`src/verilog/cfi_pkg.sv`:
```
// Package for the codec fault interrupt unit: register map, field layout,
// reset values, pin drive modes and the fault event carrier.
// Assumes all users import the whole package.
package cfi_pkg;

   // Register offsets on the control port
   localparam logic [7:0] CFI_ADDR_ADC_PWRDN  = 8'h10;
   localparam logic [7:0] CFI_ADDR_DAC_PWRDN  = 8'h15;
   localparam logic [7:0] CFI_ADDR_IRQ_CTRL   = 8'h1E;
   localparam logic [7:0] CFI_ADDR_MASK_FAULT = 8'h1F;
   localparam logic [7:0] CFI_ADDR_MASK_DAC   = 8'h20;
   localparam logic [7:0] CFI_ADDR_FLAG_FAULT = 8'h21;
   localparam logic [7:0] CFI_ADDR_FLAG_DAC   = 8'h22;

   // Channel counts
   localparam int CFI_NUM_ADC = 4;
   localparam int CFI_NUM_DAC = 5;

   // Control register fields
   localparam int CFI_CTRL_AUTOSET_BIT = 7;
   localparam int CFI_CTRL_DRIVE_HI    = 6;
   localparam int CFI_CTRL_DRIVE_LO    = 5;
   localparam logic [7:0] CFI_CTRL_USED = 8'hE0;

   // Fault flag and mask layout (bit 4 reserved)
   localparam int CFI_BIT_TESTMODE = 7;
   localparam int CFI_BIT_SERIAL   = 6;
   localparam int CFI_BIT_CLOCKING = 5;
   localparam logic [7:0] CFI_FAULT_USED = 8'hEF;
   localparam logic [7:0] CFI_ZERO_BYTE  = 8'h00;

   // Reset values
   localparam logic [7:0] CFI_RST_CTRL       = 8'h00;
   localparam logic [7:0] CFI_RST_MASK_FAULT = 8'h00;
   localparam logic [4:0] CFI_RST_MASK_DAC   = 5'h00;
   localparam logic [3:0] CFI_RST_ADC_PWRDN  = 4'hF;
   localparam logic [4:0] CFI_RST_DAC_PWRDN  = 5'h1F;

   typedef enum logic [1:0] {
      CFI_DRIVE_ACT_HIGH = 2'h0,
      CFI_DRIVE_ACT_LOW  = 2'h1,
      CFI_DRIVE_OPEN_LOW = 2'h2,
      CFI_DRIVE_RESERVED = 2'h3
   } cfi_drive_t;

   // One-cycle fault event pulses from the datapaths
   typedef struct packed {
      logic       testmode_entry;
      logic       clk_ratio_change;
      logic       clocking_fault;
      logic [3:0] adc_overflow;
      logic [4:0] dac_clipping;
   } cfi_events_t;

endpackage : cfi_pkg

```
`src/verilog/cfi_sticky_bank.sv`:
```
// Bank of sticky fault flags, cleared by a read strobe.
// Assumes set and clear come from logic on clk_sys.
`timescale 1ns/1ps
module cfi_sticky_bank #(
   parameter int W = 8
) (
   input  wire logic         clk_sys,
   input  wire logic         rst,
   input  wire logic [W-1:0] set_evt,
   input  wire logic         clr_rd,
   output logic      [W-1:0] flags_ff
);
   logic [W-1:0] nxt_flags;

   always_comb begin
      // Set wins over the read clear: no event is lost
      if (clr_rd) begin
         nxt_flags = set_evt;
      end else begin
         nxt_flags = flags_ff | set_evt;
      end
   end

   always_ff @(posedge clk_sys or posedge rst) begin
      if (rst) begin
         flags_ff <= '0;
      end else begin
         flags_ff <= nxt_flags;
      end
   end
endmodule : cfi_sticky_bank

```
`src/verilog/cfi_irq_unit.sv`:
```
// Codec fault interrupt unit: sticky fault flags, masks, power-down bits
// and the configurable interrupt pin.
// Assumes the control-port engine gives one-cycle read/write strobes on
// clk_sys and fault events arrive as clk_sys pulses.
`timescale 1ns/1ps
// Functional notes
// - Mode 0: reading fault sets its mask
// - Mode 1: reads leave masks unchanged
// - Drive field: 00 high, 01 low, 10 open-drain
// - Masked faults never flag the pin
// - Record fault on unintended test-mode entry
// - Format or speed change while running: fault
// - Full power-down means all power-down bits set
// - Clock ratio change while running: two faults
// - Flags sticky until cleared
// - First flag register bit layout
// - First mask register mirrors flag layout
// - Second mask holds DAC clipping masks
// - Control: autoset bit 7, drive 6:5
// - DAC power-down bit per channel
// - Second flag register holds DAC clipping
// - ADC power-down bit per channel
module cfi_irq_unit
   import cfi_pkg::*;
#(
   parameter int NUM_ADC = CFI_NUM_ADC,
   parameter int NUM_DAC = CFI_NUM_DAC
) (
   input  wire logic              clk_sys,
   input  wire logic              rst,
   input  wire logic [7:0]        reg_addr,
   input  wire logic [7:0]        reg_wdata,
   input  wire logic              reg_wr,
   input  wire logic              reg_rd,
   output logic      [7:0]        reg_rdata_ff,
   input  wire cfi_events_t       evt,
   input  wire logic [1:0]        serial_format_select,
   input  wire logic [1:0]        speed_mode_select,
   output logic      [NUM_ADC-1:0] adc_path_powerdown_ff,
   output logic      [NUM_DAC-1:0] dac_path_powerdown_ff,
   output logic                   irq_pin_o_ff,
   output logic                   irq_pin_oe_ff
);
   logic [7:0]         ctrl_ff;
   logic [7:0]         mask1_ff;
   logic [NUM_DAC-1:0] mask2_ff;
   logic [1:0]         fmt_prev_ff;
   logic [1:0]         speed_prev_ff;
   logic [7:0]         flags1;
   logic [NUM_DAC-1:0] flags2;

   logic [7:0]         nxt_ctrl;
   logic [7:0]         nxt_mask1;
   logic [NUM_DAC-1:0] nxt_mask2;
   logic [NUM_ADC-1:0] nxt_adc_pwrdn;
   logic [NUM_DAC-1:0] nxt_dac_pwrdn;
   logic [7:0]         nxt_rdata;
   logic               nxt_pin_o;
   logic               nxt_pin_oe;

   logic wr_ctrl, wr_mask1, wr_mask2, wr_adc, wr_dac;
   logic rd_flag1, rd_flag2;
   logic full_pwrdn, cfg_changed, serial_set, clocking_set, pend;
   logic [7:0] set1;
   cfi_drive_t drive_sel;

   assign wr_ctrl  = reg_wr && (reg_addr == CFI_ADDR_IRQ_CTRL);
   assign wr_mask1 = reg_wr && (reg_addr == CFI_ADDR_MASK_FAULT);
   assign wr_mask2 = reg_wr && (reg_addr == CFI_ADDR_MASK_DAC);
   assign wr_adc   = reg_wr && (reg_addr == CFI_ADDR_ADC_PWRDN);
   assign wr_dac   = reg_wr && (reg_addr == CFI_ADDR_DAC_PWRDN);
   assign rd_flag1 = reg_rd && (reg_addr == CFI_ADDR_FLAG_FAULT);
   assign rd_flag2 = reg_rd && (reg_addr == CFI_ADDR_FLAG_DAC);

   assign drive_sel = cfi_drive_t'(ctrl_ff[CFI_CTRL_DRIVE_HI:CFI_CTRL_DRIVE_LO]);

   // Fault detection
   assign full_pwrdn = (&adc_path_powerdown_ff)
                     && (&dac_path_powerdown_ff);
   assign cfg_changed = (serial_format_select != fmt_prev_ff)
                     || (speed_mode_select != speed_prev_ff);
   assign serial_set = !full_pwrdn
                     && (cfg_changed || evt.clk_ratio_change);
   assign clocking_set = evt.clocking_fault
                     || (!full_pwrdn && evt.clk_ratio_change);

   always_comb begin
      set1 = '0;
      set1[CFI_BIT_TESTMODE] = evt.testmode_entry;
      set1[CFI_BIT_SERIAL]   = serial_set;
      set1[CFI_BIT_CLOCKING] = clocking_set;
      set1[NUM_ADC-1:0]      = evt.adc_overflow;
   end

   cfi_sticky_bank #(.W(8)) u_flags_fault (
      .clk_sys  (clk_sys),
      .rst      (rst),
      .set_evt  (set1),
      .clr_rd   (rd_flag1),
      .flags_ff (flags1)
   );

   cfi_sticky_bank #(.W(NUM_DAC)) u_flags_dac (
      .clk_sys  (clk_sys),
      .rst      (rst),
      .set_evt  (evt.dac_clipping),
      .clr_rd   (rd_flag2),
      .flags_ff (flags2)
   );

   // Pending uses current masks; a mask write takes effect on the next pin
   assign pend = (|(flags1 & ~mask1_ff)) || (|(flags2 & ~mask2_ff));

   always_comb begin
      nxt_ctrl      = ctrl_ff;
      nxt_mask1     = mask1_ff;
      nxt_mask2     = mask2_ff;
      nxt_adc_pwrdn = adc_path_powerdown_ff;
      nxt_dac_pwrdn = dac_path_powerdown_ff;
      if (wr_ctrl) begin
         nxt_ctrl = reg_wdata & CFI_CTRL_USED;
      end
      if (wr_mask1) begin
         nxt_mask1 = reg_wdata & CFI_FAULT_USED;
      end
      if (wr_mask2) begin
         nxt_mask2 = reg_wdata[NUM_DAC-1:0];
      end
      if (wr_adc) begin
         nxt_adc_pwrdn = reg_wdata[NUM_ADC-1:0];
      end
      if (wr_dac) begin
         nxt_dac_pwrdn = reg_wdata[NUM_DAC-1:0];
      end
      // Autoset masks exactly the faults the read reported
      if (!ctrl_ff[CFI_CTRL_AUTOSET_BIT]) begin
         if (rd_flag1) begin
            nxt_mask1 = nxt_mask1 | flags1;
         end
         if (rd_flag2) begin
            nxt_mask2 = nxt_mask2 | flags2;
         end
      end
   end

   always_comb begin
      nxt_rdata = CFI_ZERO_BYTE;
      unique case (reg_addr)
         CFI_ADDR_IRQ_CTRL:   nxt_rdata = ctrl_ff;
         CFI_ADDR_MASK_FAULT: nxt_rdata = mask1_ff;
         CFI_ADDR_MASK_DAC:   nxt_rdata[NUM_DAC-1:0] = mask2_ff;
         CFI_ADDR_FLAG_FAULT: nxt_rdata = flags1;
         CFI_ADDR_FLAG_DAC:   nxt_rdata[NUM_DAC-1:0] = flags2;
         CFI_ADDR_ADC_PWRDN:  nxt_rdata[NUM_ADC-1:0] = adc_path_powerdown_ff;
         CFI_ADDR_DAC_PWRDN:  nxt_rdata[NUM_DAC-1:0] = dac_path_powerdown_ff;
         default:             nxt_rdata = CFI_ZERO_BYTE;
      endcase
      if (!reg_rd) begin
         nxt_rdata = reg_rdata_ff;
      end
   end

   always_comb begin
      unique case (drive_sel)
         CFI_DRIVE_ACT_HIGH: begin
            nxt_pin_o  = pend;
            nxt_pin_oe = 1'b1;
         end
         CFI_DRIVE_ACT_LOW: begin
            nxt_pin_o  = !pend;
            nxt_pin_oe = 1'b1;
         end
         CFI_DRIVE_OPEN_LOW: begin
            nxt_pin_o  = 1'b0;
            nxt_pin_oe = pend;
         end
         // Reserved code: release the pin rather than guess a polarity
         CFI_DRIVE_RESERVED: begin
            nxt_pin_o  = 1'b0;
            nxt_pin_oe = 1'b0;
         end
      endcase
   end

   // Power-down reset state keeps a config change at start-up silent
   always_ff @(posedge clk_sys or posedge rst) begin
      if (rst) begin
         ctrl_ff               <= CFI_RST_CTRL;
         mask1_ff              <= CFI_RST_MASK_FAULT;
         mask2_ff              <= CFI_RST_MASK_DAC;
         adc_path_powerdown_ff <= CFI_RST_ADC_PWRDN;
         dac_path_powerdown_ff <= CFI_RST_DAC_PWRDN;
         fmt_prev_ff           <= '0;
         speed_prev_ff         <= '0;
         reg_rdata_ff          <= CFI_ZERO_BYTE;
         irq_pin_o_ff          <= 1'b0;
         irq_pin_oe_ff         <= 1'b0;
      end else begin
         ctrl_ff               <= nxt_ctrl;
         mask1_ff              <= nxt_mask1;
         mask2_ff              <= nxt_mask2;
         adc_path_powerdown_ff <= nxt_adc_pwrdn;
         dac_path_powerdown_ff <= nxt_dac_pwrdn;
         fmt_prev_ff           <= serial_format_select;
         speed_prev_ff         <= speed_mode_select;
         reg_rdata_ff          <= nxt_rdata;
         irq_pin_o_ff          <= nxt_pin_o;
         irq_pin_oe_ff         <= nxt_pin_oe;
      end
   end

   property p_autoset;
      @(posedge clk_sys) disable iff (rst)
      (rd_flag1 && !ctrl_ff[CFI_CTRL_AUTOSET_BIT])
         |=> ((mask1_ff & $past(flags1)) == $past(flags1));
   endproperty
   a_autoset: assert property (p_autoset)
      else $error("Autoset mode did not mask the read faults");

   property p_no_autoset;
      @(posedge clk_sys) disable iff (rst)
      (rd_flag1 && ctrl_ff[CFI_CTRL_AUTOSET_BIT] && !reg_wr)
         |=> $stable(mask1_ff);
   endproperty
   a_no_autoset: assert property (p_no_autoset)
      else $error("Mask changed on a read with autoset off");

   property p_open_drain;
      @(posedge clk_sys) disable iff (rst)
      (drive_sel == CFI_DRIVE_OPEN_LOW)
         |=> (!irq_pin_o_ff && (irq_pin_oe_ff == $past(pend)));
   endproperty
   a_open_drain: assert property (p_open_drain)
      else $error("Open-drain pin drove high or wrong enable");

   property p_active_low_masked;
      @(posedge clk_sys) disable iff (rst)
      (drive_sel == CFI_DRIVE_ACT_LOW && (flags1 & ~mask1_ff) == '0
         && (flags2 & ~mask2_ff) == '0)
         |=> (irq_pin_o_ff && irq_pin_oe_ff);
   endproperty
   a_active_low_masked: assert property (p_active_low_masked)
      else $error("Masked faults flagged the active-low pin");

   property p_active_high;
      @(posedge clk_sys) disable iff (rst)
      (drive_sel == CFI_DRIVE_ACT_HIGH)
         |=> (irq_pin_oe_ff && (irq_pin_o_ff == $past(pend)));
   endproperty
   a_active_high: assert property (p_active_high)
      else $error("Active-high pin does not follow pending faults");

   property p_testmode;
      @(posedge clk_sys) disable iff (rst)
      evt.testmode_entry |=> flags1[CFI_BIT_TESTMODE];
   endproperty
   a_testmode: assert property (p_testmode)
      else $error("Test-mode entry not recorded");

   property p_cfg_change;
      @(posedge clk_sys) disable iff (rst)
      (cfg_changed && !full_pwrdn) |=> flags1[CFI_BIT_SERIAL];
   endproperty
   a_cfg_change: assert property (p_cfg_change)
      else $error("Serial config change while running not recorded");

   property p_ratio;
      @(posedge clk_sys) disable iff (rst)
      (evt.clk_ratio_change && !full_pwrdn)
         |=> (flags1[CFI_BIT_SERIAL] && flags1[CFI_BIT_CLOCKING]);
   endproperty
   a_ratio: assert property (p_ratio)
      else $error("Clock ratio change did not record both faults");

   property p_quiet_pwrdn;
      @(posedge clk_sys) disable iff (rst)
      (full_pwrdn && !evt.clk_ratio_change && flags1 == '0 && !rd_flag1)
         |=> !flags1[CFI_BIT_SERIAL];
   endproperty
   a_quiet_pwrdn: assert property (p_quiet_pwrdn)
      else $error("Serial fault raised during full power-down");

   property p_sticky;
      @(posedge clk_sys) disable iff (rst)
      (flags1 != '0 && !rd_flag1) |=> ((flags1 & $past(flags1)) == $past(flags1));
   endproperty
   a_sticky: assert property (p_sticky)
      else $error("Fault flag dropped without a read");

   property p_read_clear;
      @(posedge clk_sys) disable iff (rst)
      rd_flag1 |=> ((reg_rdata_ff == $past(flags1)) && (flags1 == $past(set1)));
   endproperty
   a_read_clear: assert property (p_read_clear)
      else $error("Flag read did not return and clear");

   property p_dac_pwrdn;
      @(posedge clk_sys) disable iff (rst)
      wr_dac |=> (dac_path_powerdown_ff == $past(reg_wdata[NUM_DAC-1:0]));
   endproperty
   a_dac_pwrdn: assert property (p_dac_pwrdn)
      else $error("DAC power-down write not taken");

endmodule : cfi_irq_unit

```
`config.mk`:
```
export PLATFORM = sky130hd
export DESIGN_NAME = cfi_irq_unit
export DESIGN_NICKNAME = d
export VERILOG_FILES = /design/src/verilog/cfi_pkg.sv /design/src/verilog/cfi_sticky_bank.sv /design/src/verilog/cfi_irq_unit.sv
export SDC_FILE = /design/constraint.sdc
export NUM_CORES = 1
export LEC_CHECK = 0
export ABC_AREA = 1
export BUFFER_PORTS_ARGS = -buffer_cell sky130_fd_sc_hd__buf_2
export CORE_MARGIN = 2
export CORE_UTILIZATION = 55
export DETAILED_ROUTE_END_ITERATION = 12
export PLACE_DENSITY_LB_ADDON = 0.3
export SYNTH_ARGS = -nofsm -noshare
export SYNTH_HDL_FRONTEND = slang
export SYNTH_HIERARCHICAL = 1
export SYNTH_SLANG_ARGS = --single-unit
```
`constraint.sdc`:
```
create_clock -name clk_sys -period 1.4 [get_ports clk_sys]
set_input_delay 0.28 -clock clk_sys [delete_from_list [all_inputs] [get_ports clk_sys]]
set_output_delay 0.28 -clock clk_sys [all_outputs]
set_load 0.02 [all_outputs]
```
# ---- Word-level counts from Yosys, hierarchy flattened
# Cells that the tools add are included.
dict set report totals {
  inputBits 36
  regBits 52
  out_inout_bits 19
}
dict set report op_classes {
  n_bitwise 8
  reduce_logical 23
  eq_ne 12
  muxes 13
}
# cell count
set ops {}
lappend ops {{== test 8 x 5 -> 1 bit (second input constant)} 4}
lappend ops {{two-way mux 8 bit} 4}
lappend ops {{== test 8 x 6 -> 1 bit (second input constant)} 3}
lappend ops {{case mux 4 bit (6 select lines)} 1}
lappend ops {{two-way mux 5 bit} 4}
lappend ops {{OR 8 bit} 2}
lappend ops {{logical AND 1 bit} 10}
lappend ops {{OR 5 bit} 2}
lappend ops {{case mux 3 bit (3 select lines)} 1}
lappend ops {{AND 8 bit} 1}
lappend ops {{NOT 8 bit} 1}
lappend ops {{OR reduction 8 bit} 1}
lappend ops {{case mux 1 bit (3 select lines)} 2}
lappend ops {{AND 5 bit} 1}
lappend ops {{NOT 5 bit} 1}
lappend ops {{case mux 1 bit (5 select lines)} 1}
lappend ops {{AND reduction 5 bit} 1}
lappend ops {{OR reduction 5 bit} 1}
lappend ops {{== test 2 bit (second input constant)} 2}
lappend ops {{logical OR 1 bit} 4}
lappend ops {{!= test 2 bit} 2}
lappend ops {{AND reduction 4 bit} 1}
lappend ops {{OR reduction 2 bit} 2}
lappend ops {{== test 2 x 1 -> 1 bit (second input constant)} 1}
lappend ops {{2 further kinds} 3}

# ---- Depth between registers and ports, before layout
# Gate-level depths: netlist of run 1.
dict set report logic_depth {
  word_depth 7
  depth_mapped 10
  depth_no_buf 9
}

# ---- Cells and area by module
# The synthesis of run 1 kept the hierarchy.
# mod instances cells_per_inst seq_area_each_um2 area_each_um2
set by_module_without_submodules {}
lappend by_module_without_submodules {cfi_irq_unit 1 291 987.2 2203.4}
lappend by_module_without_submodules {{cfi_sticky_bank at u_flags_fault} 1 34 200.2 297.8}
lappend by_module_without_submodules {{cfi_sticky_bank at u_flags_dac} 1 22 125.1 188.9}

# ---- Worst setup path after synthesis of run 1
# No wires, ideal clock.
dict set report synth_timing {
  path_type {register -> register}
  startpoint {register dac_path_powerdown_ff[0]}
  endpoint {register u_flags_fault.flags_ff[6]}
  t_arrival_ns 1.193
  setup_slack_ns 0.091
  path_stages_with_launch 7
  path_buffers 0
  required_time_ns 1.284
  setup_ns 0.116
  path_cell_list {dfstp_2 > inv_1 > nor4_1 > nand3_1 > o21a_1 > inv_1 > nand2_1}
}
dict set report synth_between {
  elab_chain_len 6
}
# element line_no
set synth_lines {}
lappend synth_lines {{start: declaration} cfi_irq_unit.sv:40} ;# output logic [NUM_DAC-1:0] dac_path_powerdown_ff,
lappend synth_lines {{start signal: assignment} cfi_irq_unit.sv:203} ;# dac_path_powerdown_ff <= nxt_dac_pwrdn;
lappend synth_lines {{AND reduction 5 bit *} cfi_irq_unit.sv:79} ;# && (&dac_path_powerdown_ff);
lappend synth_lines {{logical AND 1 bit *} cfi_irq_unit.sv:79}
lappend synth_lines {{logical NOT 1 bit *} cfi_irq_unit.sv:82} ;# assign serial_set = !full_pwrdn
lappend synth_lines {{logical AND 1 bit *} cfi_irq_unit.sv:83} ;# && (cfg_changed || evt.clk_ratio_change);
lappend synth_lines {{named net serial_set} cfi_irq_unit.sv:63} ;# logic full_pwrdn, cfg_changed, serial_set, clocking_set, pend;
lappend synth_lines {{OR 8 bit} cfi_sticky_bank.sv:20} ;# nxt_flags = flags_ff | set_evt;
lappend synth_lines {{two-way mux 8 bit *} cfi_sticky_bank.sv:17} ;# if (clr_rd) begin
lappend synth_lines {{named net u_flags_fault.nxt_flags[6]} cfi_sticky_bank.sv:13} ;# logic [W-1:0] nxt_flags;
lappend synth_lines {{end signal: assignment} cfi_sticky_bank.sv:28} ;# flags_ff <= nxt_flags;
lappend synth_lines {{end: declaration} cfi_sticky_bank.sv:11} ;# output logic [W-1:0] flags_ff
# Mark *: on every way through the listed nets, which the timed path passes. The rest lies on a longest branch.
# A chain may end at the register's enable or synchronous reset.

# ---- Worst setup path in the final report of run 1
dict set report layout_timing {
  startpoint {register adc_path_powerdown_ff[2]}
  endpoint {output adc_path_powerdown_ff[2]}
}
# element line_no
set layout_lines {}
lappend layout_lines {{start: declaration} cfi_irq_unit.sv:39} ;# output logic [NUM_ADC-1:0] adc_path_powerdown_ff,
lappend layout_lines {{start signal: assignment} cfi_irq_unit.sv:202} ;# adc_path_powerdown_ff <= nxt_adc_pwrdn;
# No word-level cell between the ends.

==> results of run 1 <==
-- synthesized netlist by cell type --
| cell | count | area, µm² |
|---|---|---|
| buf_2 | 3 | 15.0 |
| buf_4 | 1 | 7.51 |
| buf_6 | 2 | 22.5 |
| conb_1 | 1 | 3.75 |
| dfrtp_1 | 43 | 1080 |
| dfstp_2 | 9 | 236 |
| inv_1 | 56 | 210 |
| inv_2 | 7 | 26.3 |
| nand2_1 | 111 | 417 |
| nand2_2 | 2 | 12.5 |
| nand3_1 | 40 | 200 |
| nand3_2 | 1 | 10.0 |
| nand4_1 | 2 | 12.5 |
| nor2_1 | 22 | 82.6 |
| nor2_4 | 3 | 33.8 |
| nor3_1 | 1 | 5.00 |
| nor4_1 | 1 | 6.26 |
| nor4_4 | 2 | 42.5 |
| o211ai_1 | 8 | 60.1 |
| o211ai_2 | 1 | 12.5 |
| o21a_1 | 1 | 7.51 |
| o21ai_0 | 15 | 75.1 |
| o21ai_1 | 1 | 5.00 |
| o221ai_1 | 5 | 43.8 |
| o22ai_1 | 5 | 31.3 |
| xnor2_1 | 4 | 35.0 |
-- flip-flops by register name, summed over array words and instances (netlist names) --
| signal | flops |
|---|---|
| u_flags_fault/flags_ff | 8 |
| mask1_ff | 8 |
| u_flags_dac/flags_ff | 5 |
| dac_path_powerdown_ff | 5 |
| fmt_prev_ff | 2 |
| mask2_ff | 5 |
| adc_path_powerdown_ff | 4 |
| irq_pin_oe_ff | 1 |
| irq_pin_o_ff | 1 |
| speed_prev_ff | 2 |
| ctrl_ff | 3 |
| reg_rdata_ff | 8 |
-- cell type report --
cell class | instances | area share [%]
clock inverter | 2 | 0.297
clock buffer | 6 | 2.45
multi-input combinational | 226 | 32.7
timing repair buffer | 82 | 16.0
tap | 67 | 2.49
sequential | 52 | 39.0
inverter | 63 | 7.02
-- kinds of logic (layout without fill, tap and decap cells) --
logic type / after synthesis / after routing / synth area share [%]
buf+inv: 69 / 153 / 10.5
simple gates: 185 / 185 / 30.6
other cells: 1 / 1 / 0.139
compound gates: 36 / 36 / 8.74
xor+xnor: 4 / 4 / 1.30
flops: 52 / 52 / 48.8
-- final timing paths --
path / start / end / depth (start not counted) / slack, ns
min in group asynchronous: rst / u_flags_dac/flags_ff[3] / 3 / 0.45
hold / removal: speed_mode_select[1] / speed_prev_ff[1] / 1 / 0.1
setup / recovery: adc_path_powerdown_ff[2] / adc_path_powerdown_ff[2] / 2 / 0.03
max in group asynchronous: rst / adc_path_powerdown_ff[0] / 4 / 0.54
setup reg to reg: dac_path_powerdown_ff[0] / u_flags_fault/flags_ff[6] / 6 / 0.04
hold reg to reg: reg_rdata_ff[3] / reg_rdata_ff[3] / 2 / 0.48
-- per-stage QoR --
stage | instance area (µm²) | TNS [ns]
3_3_place_gp | 3220 | -0.0621
4_1_cts | 3320 | 0
3_5_place_dp | 3220 | -0.326
2_1_floorplan | 2690 | 0
6_report | 3370 | 0
5_1_grt | 3370 | -0.137
-- repair_timing --
action | CTS | global route
resized for setup | 0 | 13
endpoints found under the setup margin | 0 | 9
hold buffers | 1 | 0
buffers inserted | 0 | 1
hold endpoints to repair | 13 | 0
-- power by group through the flow --
stage / clock (mW) / sequential [mW] / combinational [mW]
after floorplan: 0 / 1.68 / 0.164
after global placement: 0 / 1.65 / 0.362
after detailed placement: 0 / 1.65 / 0.372
after CTS: 0.900 / 1.62 / 0.375
after global routing: 0.959 / 1.63 / 0.431
final: 0.892 / 1.62 / 0.391
-- critical path, stage by stage, from the launching register on --
cell and delay [ns]:
dfstp_2 0.54, buf_4 0.11, buf_4 0.13
-- routing by layer --
layer,routed length (µm),track usage (%)
met3,423,4.07
met2,3210,42.9
met4,106,7.68
met1,3010,34.4
met5,0,0
==> results.md, run 1 <==
* Total track usage at 25.5%
* Row cnt at 25
* Clk_lat worst skew at 0.31 ns
* Worst setup SP type: register
* Root Buffer: clkbuf_8
* Post-DRT Antenna Nets at 0
* Clock power share at 30.7%
* Peak VDD IR at 0.752 mV
* Vias per Instance at 5.15
* GRT Residual Overflow at 0
* Clk buf depth at 2
* Register area share after synthesis at 48.8%
* Netlist cell types at 26
* Sequential power share at 55.8%
* Mapped Nets at 383
* Pint at 2.14 mW
* Seq cells post-synth at 52
* H-tree levels at 2
* Gate power share at 13.5%
* Final #Nets at 466
* RD Place Congestion at 0.933
* I/O pin cnt at 55
* Status: finished, final reports clean
* Final Hold Vio Count at 0
* Post-layout min period at 1.37 ns
* Total clock sinks at 52
* Post-place setup slack at -0.0712 ns
* Vias in the first global route at 2359
* Die width at 73.9 µm
* Routed len/inst at 13.6 µm
* Core ar. at 0.00472 mm²
* Post-Syn Area per Cell at 7.75 µm²
* Max Freq at 732 MHz
* DPL Wire Length at 5200 µm
* Crit path DAT at 1.09 ns
* Commonest non-fill, non-tap cells in the layout: nand2_1, inv_1, buf_2
* Routed WL at 6750 µm
* Crit Path Class: reg -> out
* Final worst slack at 0.0344 ns
* Clock transition at path regs at 0.09 ns
* Final Setup Violations at 0
* Fill cell total of the finished layout at 384
* Pwr dens at 862 mW/mm²
* WP data required at 1.12 ns
* Sw Pwr at 0.770 mW
* Initial antenna violation count at 0
* Sequential Area at 0.00131 mm²
* Worst setup EP type: primary output
* RSZ-0062 raised after global routing: true
* Worst hold path type: in -> reg
* Fin crit share at 97.5%
* Die Height at 73.9 µm
* Initial drt markers at 231
* Sw Ratio at 26.5%
* Area of the multi-input gates at 0.00110 mm²
* Initial Utilization at 57.0%
* Largest net degree at the start of global routing at 40
* Dpl cells at 488
* Final Core Density at 71.3%
* Layout cells sized above 1 at 26.9%
* Design Power at 2.90 mW
* Lkg Pwr at 1.87 nW
* WHS at 0.0956 ns
* DRT Pass-1 Iters at 5
* Commonest non-fill, non-tap cell in the layout: nand2_1
* Finished Layout Cells at 498
* CTS tree: done
* Max cap viols at 0
* Die area at 0.00547 mm²
* Max FO, Critical Path at 3
* Yosys warning count at 6
* First-pass GRT wire length at 10700 µm
* Syn Inst Count at 347
* Synth-to-layout area growth at 25.2%
* Ant diodes at 0
* Routed vias at 2566
* Clock buffer count from CTS at 5
* Port bufs at 54
* Count of pins over their slew limit at 0
* Cell Area, Synth at 0.00269 mm²
* Worst Skew at 0.00791 ns
* # DRC at 0
Note: power is estimated with default switching activity, not from simulation.
==> run 2: changes to the inputs <==
- CORE_ASPECT_RATIO: unset -> 0.7
- CORE_UTILIZATION: 55 -> 40
==> run 2 against run 1 <==
Effect of this change: core utilization down 17 points; register-to-register slack about the same; non-clock buffer count unchanged; final cell count up 4.6%; clock power up 35%; via count about the same; hold slack better by 0.0041 ns; global-route usage down 5.6 points; fmax down 0.61%; routed wire length up 4.5%; sequential power about the same.
==> results.md, run 2 (synthesized netlist as in run 1, its figures left out) <==
* Post-layout min period at 1.37 ns (about the same)
* Clock buffer count from CTS at 5 (unchanged)
* Port bufs at 54 (unchanged)
* Max FO, Critical Path at 3 (unchanged)
* CTS tree: done (unchanged)
* Root Buffer: clkbuf_8 (unchanged)
* First-pass GRT wire length at 11300 µm (was 10700 µm)
* Die width at 102 µm (was 73.9 µm)
* Core ar. at 0.00637 mm² (was 0.00472 mm²)
* Clock power share at 37.3% (was 30.7%)
* Reg2Reg Launch Point: dac_path_powerdown_ff[0] (unchanged)
* Sequential power share at 50.4% (was 55.8%)
* Gate power share at 12.3% (was 13.5%)
* Worst Skew at 0.0111 ns (was 0.00791 ns)
* Total clock sinks at 52 (unchanged)
* Crit Path Class: reg -> out (unchanged)
* Lkg Pwr at 1.88 nW (was 1.87 nW)
* I/O pin cnt at 55 (unchanged)
* Routed len/inst at 13.5 µm (was 13.6 µm)
* Final Hold Vio Count at 0 (unchanged)
* Hold depth at 1 (unchanged)
* Worst Min Path Start: speed_mode_select[0] (was speed_mode_select[1])
* DRT Pass-1 Iters at 5 (unchanged)
* Clk_lat worst skew at 0.31 ns (about the same)
* Fin crit share at 98.1% (was 97.5%)
* # DRC at 0 (unchanged)
* Final #Nets at 466 (unchanged)
* Worst setup EP type: primary output (unchanged)
* Max Freq at 728 MHz (was 732 MHz)
* Commonest non-fill, non-tap cell in the layout: nand2_1 (unchanged)
* DPL Wire Length at 5480 µm (was 5200 µm)
* Fill cell total of the finished layout at 644 (was 384)
* Dpl cells at 513 (was 488)
* Pint at 2.44 mW (was 2.14 mW)
* Finished Layout Cells at 521 (was 498)
* Design Power at 3.22 mW (was 2.90 mW)
* Initial antenna violation count at 0 (unchanged)
* Commonest non-fill, non-tap cells in the layout: nand2_1, inv_1, buf_2 (unchanged)
* Count of pins over their slew limit at 0 (unchanged)
* Pwr dens at 937 mW/mm² (was 862 mW/mm²)
* Sw Ratio at 24.1% (was 26.5%)
* Sw Pwr at 0.777 mW (was 0.770 mW)
* Synth-to-layout area growth at 27.7% (was 25.2%)
* Clk buf depth at 2 (unchanged)
* Final Setup Violations at 0 (unchanged)
* Worst hold path type: in -> reg (unchanged)
* Worst reg2reg path depth at 6 (unchanged)
* Routed vias at 2567 (was 2566)
* Max cap viols at 0 (unchanged)
* Die area at 0.00741 mm² (was 0.00547 mm²)
* Largest registers: mask1_ff: 8 flops, reg_rdata_ff: 8 flops, u_flags_fault/flags_ff: 8 flops (unchanged)
* Vias per Instance at 4.93 (was 5.15)
* Worst setup SP type: register (unchanged)
* RSZ-0062 raised after global routing: true (unchanged)
* Largest net degree at the start of global routing at 40 (unchanged)
* Post-DRT Antenna Nets at 0 (unchanged)
* Peak VDD IR at 0.455 mV (was 0.752 mV)
* Initial drt markers at 244 (was 231)
* Total track usage at 19.9% (was 25.5%)
* WP data required at 1.12 ns (about the same)
* Status: finished, final reports clean (unchanged)
* H-tree levels at 2 (unchanged)
* Clock transition at path regs at 0.10 ns (was 0.09 ns)
* Reg-to-Reg End: u_flags_fault/flags_ff[6] (unchanged)
* Initial Utilization at 42.3% (was 57.0%)
* Vias in the first global route at 2291 (was 2359)
* Reg2Reg Setup Slack at 0.03 ns (was 0.04 ns)
* Die Height at 72.6 µm (was 73.9 µm)
* Crit path DAT at 1.09 ns (about the same)
* Sequential Area at 0.00131 mm² (unchanged)
* GRT Residual Overflow at 0 (unchanged)
* WHS Endpoint: speed_prev_ff[0] (was speed_prev_ff[1])
* Ant diodes at 0 (unchanged)
* WHS at 0.0998 ns (was 0.0956 ns)
* Row cnt at 24 (was 25)
* Layout cells sized above 1 at 27.0% (was 26.9%)
* Area of the multi-input gates at 0.00112 mm² (was 0.00110 mm²)
* Final Core Density at 54.0% (was 71.3%)
* Routed WL at 7060 µm (was 6750 µm)
* RD Place Congestion at 0.932 (was 0.933)
==> run 2: changes by cell type in the layout (fill, tap and decap cells not counted), sizes merged <==
cell / previous run / this run
clkinv: 2 / 0
clkbuf: 6 / 5
bufinv: 0 / 2
==> run 2: worst max-delay path by stage <==
| stage | from | to | cells past startpoint |
|---|---|---|---|
| floorplan | dac_path_powerdown_ff[0] | u_flags_fault/flags_ff[6] | 6 |
| global placement | reg_addr[6] | reg_rdata_ff[1] | 12 |
| detailed placement | reg_addr[6] | ctrl_ff[6] | 8 |
| CTS | dac_path_powerdown_ff[3] | dac_path_powerdown_ff[3] | 2 |
| global route | dac_path_powerdown_ff[4] | u_flags_fault/flags_ff[5] | 7 |
| finish | dac_path_powerdown_ff[3] | dac_path_powerdown_ff[3] | 2 |
==> run 2: worst max-delay path, stage by stage (launching register included) <==
cell and delay [ns]:
dfstp_2 0.54, buf_4 0.11, buf_4 0.13
==> run 2: metrics by stage <==
step | instance area (µm²) | setup slack (ns) | setup TNS, ns
6_report | 3440 | 0.0261 | 0
5_1_grt | 3440 | -0.0693 | -0.0879
4_1_cts | 3390 | 0.00110 | 0
3_5_place_dp | 3240 | -0.0370 | -0.159
3_3_place_gp | 3240 | -0.0105 | -0.0213
2_1_floorplan | 2690 | 0.0908 | 0
==> run 2: final cells by class <==
class                      instances  area share, %
multi-input combinational        226           32.5
clock buffer                       5           2.00
clock inverter                     2           1.75
inverter                          63           6.88
sequential                        52           38.2
timing repair buffer              82           15.4
tap                               91           3.31
==> run 2: power groups by stage <==
stage | Combinational, mW | Sequential (mW) | Clock [mW]
2_1_floorplan | 0.164 | 1.68 | 0
3_3_place_gp | 0.372 | 1.65 | 0
3_5_place_dp | 0.378 | 1.65 | 0
4_1_cts | 0.386 | 1.62 | 1.23
5_1_grt | 0.439 | 1.63 | 1.29
6_report | 0.397 | 1.62 | 1.20
==> run 2: what timing repair did <==
item	CTS	global route
endpoints found under the setup margin	4	8
hold buffers	1	0
pin swaps	0	1
gates resized for setup	4	11
setup buffers	0	0
endpoints found under the hold margin	13	0
==> run 2: metal layers <==
metal  part of all wire (%)  vias up  GRT usage, %
met5                      0        -             0
met4                   0.60        0          4.00
met3                    7.4        5          4.21
met2                     42      110          28.4
met1                     50     1194          31.1
li1                       -     1258             -
==> run 3: changes to the inputs <==
- REMOVE_ABC_BUFFERS: unset -> 1
==> run 3 against run 2 <==
Effect of this change: the flow now finishes with violations (setup timing); sequential power barely moved; critical path type is now reg -> reg; non-clock buffer count rose by 4; largest cell class unchanged; first-iteration DRC count fell by 0.41%; sequential cell count did not move; final cell count rose by 0.96%.
==> results.md, run 3 (synthesized netlist as in run 1, its figures left out) <==
* WHS Endpoint: speed_prev_ff[1] (was speed_prev_ff[0])
* Finished Layout Cells at 526 (was 521)
* Routed WL at 7180 µm (was 7060 µm)
* DPL Wire Length at 5760 µm (was 5480 µm)
* Post-place setup slack at -0.0945 ns (was -0.0370 ns)
* Worst setup SP type: register (unchanged)
* WP data required at 1.60 ns (was 1.12 ns)
* Reg2Reg Launch Point: dac_path_powerdown_ff[3] (was dac_path_powerdown_ff[0])
* First-pass GRT wire length at 11900 µm (was 11300 µm)
* Lkg Pwr at 1.88 nW (about the same)
* Hold depth at 1 (unchanged)
* Vias per Instance at 4.74 (was 4.93)
* Crit path DAT at 1.60 ns (was 1.09 ns)
* Core ar. at 0.00637 mm² (unchanged)
* Worst setup EP type: register (was primary output)
* Worst reg2reg path depth at 6 (unchanged)
* Pwr dens at 856 mW/mm² (was 937 mW/mm²)
* Largest net degree at the start of global routing at 26 (was 40)
* Port bufs at 54 (unchanged)
* Final Hold Vio Count at 0 (unchanged)
* Vias in the first global route at 2368 (was 2291)
* I/O pin cnt at 55 (unchanged)
* Largest registers: mask1_ff: 8 flops, reg_rdata_ff: 8 flops, u_flags_fault/flags_ff: 8 flops (unchanged)
* Status: complete, but fails checks (was finished, final reports clean)
* Final #Nets at 470 (was 466)
* Worst Min Path Start: speed_mode_select[1] (was speed_mode_select[0])
* H-tree levels at 2 (unchanged)
* Peak VDD IR at 0.368 mV (was 0.455 mV)
* Die width at 102 µm (unchanged)
* Fill cell total of the finished layout at 642 (was 644)
* Worst Skew at 0.00893 ns (was 0.0111 ns)
* Final Setup Violations at 1 (was 0)
* Routed vias at 2494 (was 2567)
* RSZ-0062 raised after global routing: true (unchanged)
* Clock buffer count from CTS at 5 (unchanged)
* Clk_lat worst skew at 0.30 ns (was 0.31 ns)
* Commonest non-fill, non-tap cells in the layout: nand2_1, inv_1, buf_2 (unchanged)
* Number of post-CTS setup repair buffers at 0 (unchanged)
* Final Core Density at 53.7% (was 54.0%)
* Total clock sinks at 52 (unchanged)
* Design Area, Final at 0.00342 mm² (was 0.00344 mm²)
* Reg2Reg Setup Slack at -0.0004 ns (was 0.03 ns)
* Ant diodes at 0 (unchanged)
* Final worst slack at -0.000379 ns (was 0.0261 ns)
* Initial Utilization at 42.3% (unchanged)
* Die area at 0.00741 mm² (unchanged)
* RD Place Congestion at 0.899 (was 0.932)
* Post-layout min period at 1.40 ns (was 1.37 ns)
* Layout cells sized above 1 at 27.6% (was 27.0%)
* Placed inst area at 0.00326 mm² (was 0.00324 mm²)
* # DRC at 0 (unchanged)
* Clk buf depth at 2 (unchanged)
* Die Height at 72.6 µm (unchanged)
* Reg-to-Reg End: u_flags_fault/flags_ff[6] (unchanged)
* Post-DRT Antenna Nets at 0 (unchanged)
* Clock transition at path regs at 0.09 ns (was 0.10 ns)
* Fin crit share at 100% (was 98.1%)
* CTS tree: done (unchanged)
* Crit Path Class: reg -> reg (was reg -> out)
* Synth-to-layout area growth at 27.2% (was 27.7%)
* Worst hold path type: in -> reg (unchanged)
* Dpl cells at 517 (was 513)
* Max FO, Critical Path at 2 (was 3)
* DRT Pass-1 Iters at 4 (was 5)
* Failing checks: setup timing
* GRT Residual Overflow at 0 (unchanged)
* GRT busiest layer: met1 (unchanged)
* Initial drt markers at 243 (was 244)
* Routed len/inst at 13.7 µm (was 13.5 µm)
* Met2 Usage GRT at 31.2% (was 28.4%)
* Max Freq at 714 MHz (was 728 MHz)
* Met3 Usage GRT at 3.83% (was 4.21%)
* Max cap viols at 0 (unchanged)
* Initial antenna violation count at 0 (unchanged)
* Row cnt at 24 (unchanged)
* Root Buffer: clkbuf_8 (unchanged)
* GR Util met1 at 32.0% (was 31.1%)
* Total track usage at 20.9% (was 19.9%)
* Commonest non-fill, non-tap cell in the layout: nand2_1 (unchanged)
* Count of pins over their slew limit at 0 (unchanged)
run 3: how the worst max path moves through the flow:
stage,startpoint,endpoint,slack [ns]
floorplan,reg_addr[6],reg_rdata_ff[5],-0.16
global placement,dac_path_powerdown_ff[0],u_flags_fault/flags_ff[6],-0.05
global route,adc_path_powerdown_ff[3],u_flags_fault/flags_ff[6],-0.09
finish,dac_path_powerdown_ff[3],u_flags_fault/flags_ff[6],-0.0004
detailed placement,reg_addr[6],mask2_ff[1],-0.09
CTS,adc_path_powerdown_ff[3],u_flags_fault/flags_ff[6],-0.009
run 3: metal layers:
layer	routed length (µm)	share of wire [%]	vias up
met1	3470	48	1139
met3	592	8.2	4
met5	0	0	-
met2	3060	43	86
li1	-	-	1265
met4	59	0.82	0
run 3: final cells by class:
cell class | instances | area, µm² | share of cell area [%]
inverter | 63 | 236 | 6.91
sequential | 52 | 1310 | 38.4
tap | 91 | 114 | 3.33
clock inverter | 1 | 7.51 | 0.219
clock buffer | 7 | 86.3 | 2.52
timing repair buffer | 86 | 546 | 15.9
multi-input combinational | 226 | 1120 | 32.7
run 3: metrics by stage:
step                      power [mW]  hold WS, ns  setup TNS, ns
after global routing            3.08       0.0898         -0.165
final                           2.93        0.103      -0.000379
after floorplan                 1.83       0.0585          -3.26
after detailed placement        2.03        0.219          -1.35
after global placement          2.02        0.217         -0.523
after CTS                       2.94       0.0970       -0.00938
run 3: worst max-delay path, stage by stage (launching register included):
cell     delay, ns
dfstp_2       0.55
nand2_2       0.06
nor4_4        0.29
nand3_2       0.17
o21a_1        0.14
inv_1         0.04
nand2_1       0.05
run 3: repair_timing:
action | CTS | global route
hold endpoints to repair | 13 | 0
hold buffers | 1 | 0
resized for setup | 6 | 9
setup endpoints to repair | 2 | 9
pin swaps | 4 | 1
run 3: where the power goes:
group	total [mW]	switching (mW)	internal, mW
logic	0.400	0.233	0.167
registers	1.62	0.0485	1.58
clock network	0.903	0.500	0.403
